`config.mk`:
```
export PLATFORM = sky130hd
export DESIGN_NAME = tsc_sample_select
export DESIGN_NICKNAME = d
export VERILOG_FILES = /design/src/tsc_pkg.sv /design/src/tsc_sample_select.sv
export SDC_FILE = /design/constraint.sdc
export NUM_CORES = 1
export LEC_CHECK = 0
export BUFFER_PORTS_ARGS = -buffer_cell sky130_fd_sc_hd__buf_2
export CAP_MARGIN = 20
export CORE_AREA = 2 2 610 612
export CTS_CLUSTER_SIZE = 20
export DETAILED_ROUTE_END_ITERATION = 10
export DIE_AREA = 0 0 612 614
export PLACE_DENSITY = 0.3
export SLEW_MARGIN = 20
export SYNTH_ARGS = -nofsm -noshare
export SYNTH_HDL_FRONTEND = slang
export SYNTH_SLANG_ARGS = --single-unit
```
`constraint.sdc`:
```
create_clock -name clk -period 1.5 [get_ports clk]
set_clock_uncertainty 0.1 [all_clocks]
set_input_delay 0.225 -clock clk [delete_from_list [all_inputs] [get_ports clk]]
set_output_delay 0.225 -clock clk [all_outputs]
set_load 0.03 [all_outputs]
```
`src/tsc_pkg.sv`:
```
// Purpose: constants shared by the transport sample checker files
// Assumes: 8-bit register port, 16-bit samples
// Notes: offsets are byte addresses on the plain register port
package tsc_pkg;
	localparam int ADDR_W = 12;
	localparam int DATA_W = 8;
	localparam int SAMPLE_W = 16;
	localparam int NUM_POS = 16;
	localparam int NUM_SUB = 3;
	localparam int POS_W = 4;
	localparam int SUB_W = 2;
	// register offsets
	localparam logic [11:0] OFF_CONTROL = 12'h32C;
	localparam logic [11:0] OFF_REF_LOW = 12'h32D;
	localparam logic [11:0] OFF_REF_HIGH = 12'h32E;
	localparam logic [11:0] OFF_RESULT = 12'h32F;
	localparam logic [11:0] OFF_IRQ_STATUS = 12'h330;
	localparam logic [11:0] OFF_IRQ_MASK = 12'h331;
	// control field positions
	localparam int CTL_POS_MSB = 7;
	localparam int CTL_POS_LSB = 4;
	localparam int CTL_SUB_MSB = 3;
	localparam int CTL_SUB_LSB = 2;
	localparam int CTL_CLEAR_BIT = 1;
	localparam int CTL_ENABLE_BIT = 0;
	// result register field positions
	localparam int RES_IQ_BIT = 6;
	localparam int RES_FAIL_BIT = 0;
	// interrupt status bits
	localparam int IRQ_W = 2;
	localparam int IRQ_FAIL_BIT = 0;
	localparam int IRQ_CHECKED_BIT = 1;
	localparam logic [7:0] RESET_BYTE = 8'h00;
	localparam logic [1:0] SUB_MAX = 2'h2;
endpackage

```
`src/tsc_sample_select.sv`:
```
// Purpose: picks one sample out of the receiver output word
// Assumes: samples packed per subchannel, per position, I then Q
// Notes: registered output, one cycle of latency
`timescale 1ns/1ps
`default_nettype none
module tsc_sample_select
	import tsc_pkg::*;
#(
	parameter int NPOS = NUM_POS,
	parameter int NSUB = NUM_SUB,
	parameter int SW = SAMPLE_W
) (
	input wire logic clk,
	input wire logic resetn,
	input wire logic [NSUB*NPOS*2*SW-1:0] rx_samples,
	input wire logic rx_valid,
	input wire logic [POS_W-1:0] pos,
	input wire logic [SUB_W-1:0] sub,
	input wire logic iq,
	output logic [SW-1:0] sample,
	output logic sample_valid
);
	logic [SW-1:0] lanes [NSUB*NPOS*2];
	logic [SW-1:0] next_sample;
	logic next_valid;

	// --------------------------------------------------------------
	// unpack the flat word into one entry per sample
	// --------------------------------------------------------------
	genvar g;
	generate
		for (g = 0; g < NSUB*NPOS*2; g++) begin : gen_unpack
			assign lanes[g] = rx_samples[g*SW +: SW];
		end
	endgenerate

	// mux; an unused subchannel code never yields a valid sample
	always_comb begin
		next_sample = sample;
		next_valid = 1'b0;
		if (rx_valid && sub < SUB_W'(NSUB)) begin
			next_sample = lanes[(int'(sub)*NPOS + int'(pos))*2 + int'(iq)];
			next_valid = 1'b1;
		end
	end

	always_ff @(posedge clk or negedge resetn) begin
		if (!resetn) begin
			sample <= '0;
			sample_valid <= 1'b0;
		end else begin
			sample <= next_sample;
			sample_valid <= next_valid;
		end
	end
endmodule
`default_nettype wire

```
==> out/qor.csv, run 1 <==
stage,metric,value,unit
outcome,status,finished with violations,
outcome,violations,negative setup slack,
pwr,switching_share,47.5,%
worst_hold_path,worst_hold_path_type,input port to async pin,
die,num_io_pins,1563,
pwr,p_sw,5600,uW
cells_and_area,final_cell_mix,"buf_2, mux4_2, buf_4",
critical_path,cp.arrival,2.51,ns
pwr,p_per_area,364,nW/um2
route,drc,0,
route,dr.pass1.iters,5,
sta,timing.final.max_slew_violations,0,
pwr,pwr-share-clk,6.7,%
placement,place_congestion,0.915,
global_route,grt_max_degree,27,
global_route,grt_antenna_before_repair,267,
logic_synthesis,ys.flop_type,dfrtp_1,
sta,slew_headroom,49.4,%
sta,min_period_over_period,162,%
die,die_x,612,um
logic_synthesis,synth_edf_count,0,
logic_synthesis,async_flop_share,100,%
sta,rsz0062_at_grt,true,
logic_synthesis,synthCells,1004,
sta,finalCriticalPeriod,2.43,ns
logic_synthesis,avgSynthCellArea,13.1,um2
logic_synthesis,yosysWarnings,0,
route,drt_iter0_drc,1617,
route,ant_nets,0,
critical_path,critPathRequiredTime,1.59,ns
route,vias_per_cell,2.67,
global_route,grt_pass1_wl,273000,um
global_route,grtUsageTotal,11.6,%
placement,io_buffers,1562,
die,initial_utilization,3.55,%
placement,dpl.hpwl,214000,um
global_route,grt-ovfl-total,0,
sta,setup_viol,16,
critical_path,path_class,input port to flip-flop,
cells_and_area,finalNetCount,4371,
cells_and_area,area_delta_synth_final,146,%
pwr,p_int,6180,uW
route,vias,21000,
logic_synthesis,syn_area,13100,um2
pwr,p_comb_share,87.9,%
clock_tree,htreeDepth,1,
run,cap_violations,0,
logic_synthesis,synth-seq-area-share,3.24,%
clock_tree,clock_path_buffers,2,
sta,max_freq,0.412,GHz
route,wl_per_cell,29.5,um
clock_tree,clkSlewWorstSetupHoldPaths,0.09,ns
clock_tree,clock-root-buffer,clkbuf_16,
global_route,grt_pass1_vias,21400,
clock_tree,cts_buffers,3,
critical_path,start_kind,input port,
logic_synthesis,ys_ff_latch,17,
pwr,p_leak,0.0129,uW
sta,hold_viol,0,
pwr,irDropWorstVdd,0.323,mV
clock_tree,clk_latency,0.31,ns
die,die_h,614,um
cells_and_area,layout_commonest_cell,buf_2,
die,core_area,370000,um2
clock_tree,cts_num_sinks,17,
logic_synthesis,synth.distinct_cells,29,
sta,tightestPinTransition,0.759,ns
die,rows,224,
sta,setup_ws,-0.926,ns
clock_tree,cts_tree,built,
logic_synthesis,syn_nets,2550,
die,dieArea,376000,um2
pwr,seqPwrFrac,5.4,%
cells_and_area,drive_gt1_share,88.8,%
sta,timing.hold.ws,0.422,ns
critical_path,path_max_fanout,13,
critical_path,end_kind,flip-flop,
route,routed_wl,232000,um
sta,setup_tns,-13.73,ns
-- power groups by stage --
stage	Sequential, uW	Clock [uW]	Combinational (uW)
floorplan	732	0	3380
global placement	660	0	9850
detailed placement	659	0	9840
CTS	655	938	10500
global route	659	911	11100
finish	637	790	10400
-- metrics by stage --
step	instances	total power, uW	setup WS, ns	utilization (%)	instance area, um2
floorplan	1004	4110	-0.578	-	13300
global placement	7739	10500	-2.54	8.13	30100
global route	7839	12600	-1.03	8.72	32300
CTS	7780	12100	-1.08	8.50	31500
finish	7863	11800	-0.926	8.74	32300
detailed placement	7740	10500	-2.28	8.14	30100
-- cell usage after synthesis (16+ instances only) --
cell type	count	share of area (%)
dfrtp_1	17	3.2
mux4_2	352	60
a31oi_1	32	1.5
nand3_1	16	0.61
o21ai_0	29	1.1
a22o_1	32	2.1
mux2i_1	144	11
buf_4	23	1.3
nand2_1	19	0.54
o22ai_1	32	1.5
nor2_1	30	0.86
mux2_2	64	5.5
buf_2	48	1.8
clkbuf_1	42	1.2
a2bb2oi_1	32	2.1
a221oi_1	18	1.2
-- per-layer routing --
| layer | global-route usage (%) | up-vias | part of all wire [%] |
|---|---|---|---|
| li1 | - | 8307 | - |
| met3 | 3.87 | 500 | 8.8 |
| met5 | 0 | - | 0.39 |
| met2 | 20.2 | 1495 | 49 |
| met4 | 2.89 | 142 | 3.1 |
| met1 | 13.7 | 10500 | 39 |
-- kinds of logic after synthesis --
logic type,share of synthesized area [%]
AOI/OAI and AO/OA,11.2
buffers and inverters,6.17
DFF,3.24
muxes,76.8
and+or+nand+nor,2.53
-- final timing paths --
| kind | cells after the start | end | slack [ns] | startpoint |
|---|---|---|---|---|
| worst max register to register | 2 | sample[7] | 0.51 | sample[7] |
| worst min-delay path | 3 | sample[14] | 0.42 | resetn |
| max in group asynchronous | 3 | sample[9] | 0.41 | resetn |
| worst min register to register | 2 | sample[11] | 0.45 | sample[11] |
| min in group clk | 2 | sample[11] | 0.45 | sample[11] |
| worst max-delay path | 9 | sample[5] | -0.93 | pos[0] |
-- state kept, by name, indices dropped and copies added, names as in the netlist --
signal and flops:
sample 16, sample_valid 1
-- layout make-up --
class | count | area, um2
clock inverters | 1 | 5.00
fillers | 43200 | 338000
well taps | 4972 | 6220
inverters | 2 | 10.0
multi-input cells | 844 | 12900
repair buffers | 1957 | 12500
diodes | 67 | 168
clock buffers | 3 | 75.1
flip-flops and latches | 17 | 429
-- critical path: stages --
cell	delay (ns)
buf_16	0.14
buf_4	0.15
buf_12	0.15
buf_4	0.13
mux4_2	0.50
mux4_2	0.62
a2bb2oi_1	0.21
nand3_2	0.24
a31oi_1	0.12
-- repair_timing --
item	CTS	global route
hold buffers	1	0
gates cloned	8	6
buffers inserted	27	20
pin swaps	15	28
endpoints found under the setup margin	21	18
resized for setup	154	89
hold endpoints to repair	17	0
Power figures use the tool's default switching activity.
==> run 2: changes to the inputs <==
--- a/config.mk
+++ b/config.mk
@@ -5,14 +5,16 @@
 export SDC_FILE = /design/constraint.sdc
 export NUM_CORES = 1
 export LEC_CHECK = 0
+export ABC_AREA = 1
 export BUFFER_PORTS_ARGS = -buffer_cell sky130_fd_sc_hd__buf_2
 export CAP_MARGIN = 20
-export CORE_AREA = 2 2 610 612
+export CORE_AREA = 2 2 612 614
 export CTS_CLUSTER_SIZE = 20
 export DETAILED_ROUTE_END_ITERATION = 10
-export DIE_AREA = 0 0 612 614
+export DIE_AREA = 0 0 614 616
 export PLACE_DENSITY = 0.3
 export SLEW_MARGIN = 20
 export SYNTH_ARGS = -nofsm -noshare
 export SYNTH_HDL_FRONTEND = slang
 export SYNTH_SLANG_ARGS = --single-unit
+export TNS_END_PERCENT = 10
==> run 2 against run 1 <==
The flow still finishes with violations (negative setup slack). Critical endpoint is now sample[15]. Sequential share of layout area is 0.26 points lower. Via count is 61% higher. Worst setup slack better by 0.21 ns.
==> out/qor.csv, run 2 <==
stage,metric,value,unit
outcome,status,finished with violations,
outcome,violations,negative setup slack,
placement,place_congestion,0.937,
logic_synthesis,ys_ff_latch,17,
logic_synthesis,synth_top_area_cell,nand2_1,
pwr,irDropWorstVdd,0.342,mV
clock_tree,htreeDepth,1,
global_route,grt-ovfl-total,0,
logic_synthesis,synth-seq-area-share,2.58,%
sta,timing.final.max_slew_violations,0,
sta,hold_viol,0,
pwr,p_int,6640,uW
route,ant_nets,0,
sta,max_freq,0.451,GHz
placement,io_buffers,1562,
route,drt_iter0_drc,2445,
route,met2WireLength,130000,um
global_route,grtUsageTotal,13.3,%
clock_tree,cts_num_sinks,17,
cells_and_area,multi_input_area,16400,um2
pwr,p_sw,8140,uW
critical_path,r2r-start,sample[14],
placement,post-place-ws,-1.53,ns
cells_and_area,largestRegisters,"sample: 16 flops, sample_valid: 1 flops",
logic_synthesis,yosys-top-cells-area,"nand2_1, nand3_1, buf_2",
sta,setup_tns,-10.79,ns
sta,min_period_over_period,148,%
cells_and_area,final_cells,10600,
critical_path,r2r-end,sample[14],
sta,slew_headroom,65.3,%
clock_tree,cts_tree,built,
logic_synthesis,ys.flop_type,dfrtp_1,
global_route,grt_pass1_vias,33500,
placement,dpl.hpwl,229000,um
clock_tree,clkSlewWorstSetupHoldPaths,0.10,ns
route,top_layer,met5,
pwr,seqPwrFrac,4.3,%
pwr,p_comb_share,90.8,%
logic_synthesis,synthCells,3675,
global_route,grt_pass1_wl,332000,um
die,core_area,371000,um2
die,initial_utilization,4.43,%
route,dr.pass1.iters,5,
die,die_h,616,um
logic_synthesis,syn_area,16500,um2
run,cap_violations,0,
cells_and_area,layout_commonest_cell,nand2_1,
cells_and_area,final_cell_mix,"nand2_1, buf_2, nand3_1",
die,rows,224,
die,dieArea,378000,um2
pwr,p_leak,0.0191,uW
cells_and_area,finalNetCount,7062,
pwr,p_per_area,372,nW/um2
logic_synthesis,yosysMostFrequentCell,nand2_1,
logic_synthesis,synthTopCellsByCount,"nand2_1, nand3_1, buf_2",
route,vias_per_cell,3.20,
pwr,pwr-share-clk,4.9,%
route,drc,0,
pwr,switching_share,55.1,%
critical_path,path_max_fanout,7,
route,wl_per_cell,25.4,um
global_route,grt_antenna_before_repair,157,
clock_tree,cts_buffers,3,
logic_synthesis,synth.top_cell.area_share,44.9,%
critical_path,start_kind,input port,
critical_path,end_kind,flip-flop,
cells_and_area,top_register,sample,
logic_synthesis,avgSynthCellArea,4.48,um2
route,vias,33700,
placement,dp_cells,10400,
cells_and_area,largest_reg_flops,16,
logic_synthesis,syn_nets,5221,
die,num_io_pins,1563,
route,wirelength_met1,116000,um
worst_hold_path,worst_hold_path_type,input port to async pin,
clock_tree,clock-root-buffer,clkbuf_16,
critical_path,r2r_cells,2,
critical_path,r2r_slack,0.56,ns
clock_tree,clk_latency,0.28,ns
critical_path,critPathRequiredTime,1.62,ns
cells_and_area,drive_gt1_share,47.9,%
sta,finalCriticalPeriod,2.22,ns
route,routed_wl,268000,um
die,die_x,614,um
sta,rsz0062_at_grt,true,
global_route,grt_max_degree,32,
sta,tightestPinTransition,0.521,ns
cells_and_area,regArea,425,um2
logic_synthesis,yosysWarnings,0,
logic_synthesis,synth.distinct_cells,18,
logic_synthesis,async_flop_share,100,%
clock_tree,clock_path_buffers,2,
placement,placed_area,34500,um2
critical_path,path_class,input port to flip-flop,
logic_synthesis,synth_edf_count,0,
cells_and_area,area_delta_synth_final,141,%
cells_and_area,final_area,39800,um2
sta,setup_ws,-0.717,ns
cells_and_area,nFillCells,44300,
sta,setup_viol,17,
critical_path,cp.arrival,2.34,ns
route,met3_wirelength,17600,um
[run 2: repair_timing]
action,4_1_cts,5_1_grt
pin swaps,42,85
gates resized for setup,438,270
endpoints found under the hold margin,17,0
gates cloned,30,19
buffers inserted,52,24
endpoints found under the setup margin,18,17
hold buffers,1,0
[run 2: how the worst max path moves through the flow]
stage                     startpoint          to  slack, ns  depth (start not counted)
after floorplan                   iq   sample[8]      -0.05                         15
after global placement            iq   sample[8]      -1.54                         16
after detailed placement          iq   sample[8]      -1.53                         16
after CTS                         iq   sample[0]      -0.72                         16
after global routing              iq   sample[4]      -0.76                         16
final                             iq  sample[15]      -0.72                         15
[run 2: layer usage]
| layer | vias up | GRT usage [%] |
|---|---|---|
| met2 | 1567 | 23.3 |
| met4 | 42 | 1.97 |
| met1 | 16000 | 17.3 |
| met5 | - | 0 |
| met3 | 283 | 2.08 |
| li1 | 15800 | - |
[run 2: cell families (layout without fill, tap and decap cells)]
kind of cell | after synthesis | after routing | share of synthesized area (%)
simple gates | 3281 | 3281 | 84.7
flops | 17 | 17 | 2.58
buf+inv | 360 | 2200 | 12.0
compound gates | 17 | 17 | 0.714
other cells | 0 | 66 | 0
[run 2: through the flow]
step | power, uW | util, % | hold WS (ns)
2_1_floorplan | 4620 | - | -0.171
3_3_place_gp | 12700 | 9.29 | 0.0939
3_5_place_dp | 12600 | 9.29 | 0.0920
4_1_cts | 14700 | 10.2 | 0.327
5_1_grt | 16000 | 10.7 | 0.314
6_report | 14800 | 10.7 | 0.333
[run 2: layout make-up]
class | count | share of cell area, %
Multi-Input combinational cell | 3298 | 41.2
Timing Repair Buffer | 2172 | 41.0
Tap cell | 4972 | 15.6
Sequential cell | 17 | 1.07
Antenna cell | 66 | 0.415
Inverter | 23 | 0.390
Clock buffer | 3 | 0.189
Timing Repair inverter | 1 | 0.0409
Clock inverter | 1 | 0.0189
[run 2: power by group through the flow]
stage,sequential (uW),combinational (uW),clock [uW]
after floorplan,713,3900,0
after detailed placement,663,11900,0
after global routing,654,14500,797
final,637,13400,724
after global placement,664,12000,0
after CTS,657,13200,808
[run 2: worst max-delay path, cell delays in order]
cell and delay (ns):
buf_16 0.17, buf_16 0.17, buf_16 0.19, buf_16 0.19
buf_12 0.15, nand2_1 0.05, nand3_1 0.18, nand3_2 0.23
nand2_1 0.18, nand2_1 0.08, nand3_1 0.09, nand3_1 0.08
nand2_2 0.08, nand2_2 0.07, a21oi_2 0.12
==> run 3: changes to the inputs <==
--- a/config.mk
+++ b/config.mk
@@ -17,4 +17,4 @@
 export SYNTH_ARGS = -nofsm -noshare
 export SYNTH_HDL_FRONTEND = slang
 export SYNTH_SLANG_ARGS = --single-unit
-export TNS_END_PERCENT = 10
+export TNS_END_PERCENT = 50
==> run 3 against run 2 <==
The run still ends with negative setup slack left. Power rose by 0.75%. Worst setup slack got worse by 0.084 ns. Register-to-register slack got worse by 0.16 ns. Sequential share of layout area barely moved. Combinational power barely moved. Largest cell class unchanged.
==> out/qor.csv, run 3 (same netlist as run 2, synthesis figures left out) <==
stage,metric,value,unit
placement,post-place-ws,-2.07,ns
placement,dpl.hpwl,226000,um
outcome,status,finished with violations,
sta,tightestPinTransition,0.670,ns
worst_hold_path,worst_hold_path_type,input port to flip-flop,
die,rows,224,
critical_path,cp-startpoint,iq,
global_route,grt-ovfl-total,0,
clock_tree,htreeDepth,1,
cells_and_area,area_delta_synth_final,145,%
critical_path,end_kind,flip-flop,
placement,dp_cells,10300,
worst_hold_path,hp-start,rx_valid,
outcome,violations,negative setup slack,
clock_tree,clock-root-buffer,clkbuf_16,
clock_tree,clkSlewWorstSetupHoldPaths,0.10,ns
clock_tree,cts_num_sinks,17,
route,drc,0,
cells_and_area,final_util,10.8,%
route,vias,33400,
global_route,grtUsageTotal,13.3,%
die,initial_utilization,4.43,%
pwr,p_per_area,370,nW/um2
route,drt_iter0_drc,2269,
critical_path,cp.arrival,2.45,ns
global_route,grt_pass1_vias,33200,
die,core_area,371000,um2
cells_and_area,finalNetCount,7012,
cells_and_area,final_cell_mix,"nand2_1, buf_2, nand3_1",
clock_tree,clock_path_buffers,2,
global_route,grt_pass1_wl,332000,um
cells_and_area,largestRegisters,"sample: 16 flops, sample_valid: 1 flops",
pwr,irDropWorstVdd,0.354,mV
die,die_h,616,um
route,wl_per_cell,25.4,um
critical_path,critPathRequiredTime,1.65,ns
route,routed_wl,266000,um
critical_path,path_class,input port to flip-flop,
cells_and_area,nFillCells,44200,
route,vias_per_cell,3.19,
sta,timing.hold.ws,0.328,ns
cells_and_area,layout_commonest_cell,nand2_1,
placement,io_buffers,1562,
clock_tree,clk_latency,0.30,ns
global_route,grt_max_degree,47,
placement,place_congestion,0.933,
cells_and_area,drive_gt1_share,50.5,%
critical_path,start_kind,input port,
critical_path,path_max_fanout,8,
clock_tree,cts_tree,built,
cells_and_area,largest_reg_flops,16,
pwr,p_leak,0.0192,uW
route,dr.pass1.iters,5,
cells_and_area,top_register,sample,
run,cap_violations,0,
critical_path,r2r-start,sample[9],
die,die_x,614,um
sta,setup_viol,17,
sta,min_period_over_period,153,%
sta,max_freq,0.434,GHz
sta,setup_ws,-0.802,ns
route,ant_nets,0,
global_route,grt_antenna_before_repair,159,
sta,hold_viol,0,
sta,rsz0062_at_grt,true,
sta,timing.final.max_slew_violations,0,
pwr,total_power,14900,uW
cells_and_area,final_cells,10500,
clock_tree,cts_buffers,3,
sta,slew_headroom,55.3,%
sta,finalCriticalPeriod,2.30,ns
die,num_io_pins,1563,
die,dieArea,378000,um2
[run 3: cell count changes in the layout (fill, tap and decap cells not counted), sizes merged]
| cell | change |
|---|---|
| clkbuf | -3 |
| diode | -18 |
| inv | -3 |
| bufbuf | -1 |
| clkinvlp | +2 |
| buf | -45 |
[run 3: layer usage]
metal	wire length (um)	global-route usage [%]	vias up
met5	344	0	-
met1	116000	17.2	15900
met2	128000	23.1	1488
met3	17100	2.35	305
li1	-	-	15700
met4	5030	2.08	52
[run 3: final cells by class]
| class | count | area, um2 | share of cell area (%) |
|---|---|---|---|
| Multi-Input combinational cell | 3298 | 17300 | 42.9 |
| Tap cell | 4972 | 6220 | 15.4 |
| Clock buffer | 3 | 75.1 | 0.186 |
| Clock inverter | 1 | 7.51 | 0.0186 |
| Timing Repair Buffer | 2123 | 16000 | 39.7 |
| Inverter | 23 | 171 | 0.426 |
| Sequential cell | 17 | 425 | 1.06 |
| Antenna cell | 48 | 120 | 0.298 |
[run 3: worst max-delay path, cell delays in order]
cell and delay (ns):
buf_16 0.13, buf_16 0.17, buf_16 0.19, buf_12 0.19, buf_16 0.15, buf_12 0.12, nand2_1 0.05, nand3_1 0.12
nand3_2 0.15, nand2_1 0.14, nand2_1 0.09, nand3_4 0.14, nand3_4 0.12, nand2_4 0.12, nand2_1 0.07, a21oi_2 0.15
[run 3: power by group]
group / switching, uW / internal (uW) / total, uW
combinational: 7810 / 5730 / 13500
clock: 334 / 366 / 699
sequential: 121 / 527 / 648
total: 8270 / 6620 / 14900
[run 3: final timing paths]
kind / end / slack [ns] / depth (start not counted)
worst max-delay path: sample[4] / -0.80 / 16
worst min-delay path: sample_valid / 0.33 / 3
worst max register to register: sample[9] / 0.40 / 2
worst min register to register: sample[10] / 0.43 / 2
max in group asynchronous: sample[1] / 0.44 / 2
min in group asynchronous: sample_valid / 0.36 / 2
[run 3: what timing repair did]
item                                   in CTS  in global routing
endpoints found under the hold margin      17                  0
pin swaps                                 102                195
gates resized for setup                   553                393
gates cloned                               45                 15
setup endpoints to repair                  21                 18
setup buffers                              57                 23
hold buffers                                1                  0
[run 3: metrics by stage]
| step | area (um2) | setup TNS, ns |
|---|---|---|
| after CTS | 38200 | -13.39 |
| after floorplan | 16700 | -0.748 |
| after detailed placement | 33800 | -28.57 |
| final | 40300 | -11.93 |
| after global placement | 33800 | -29.01 |
| after global routing | 40200 | -13.41 |
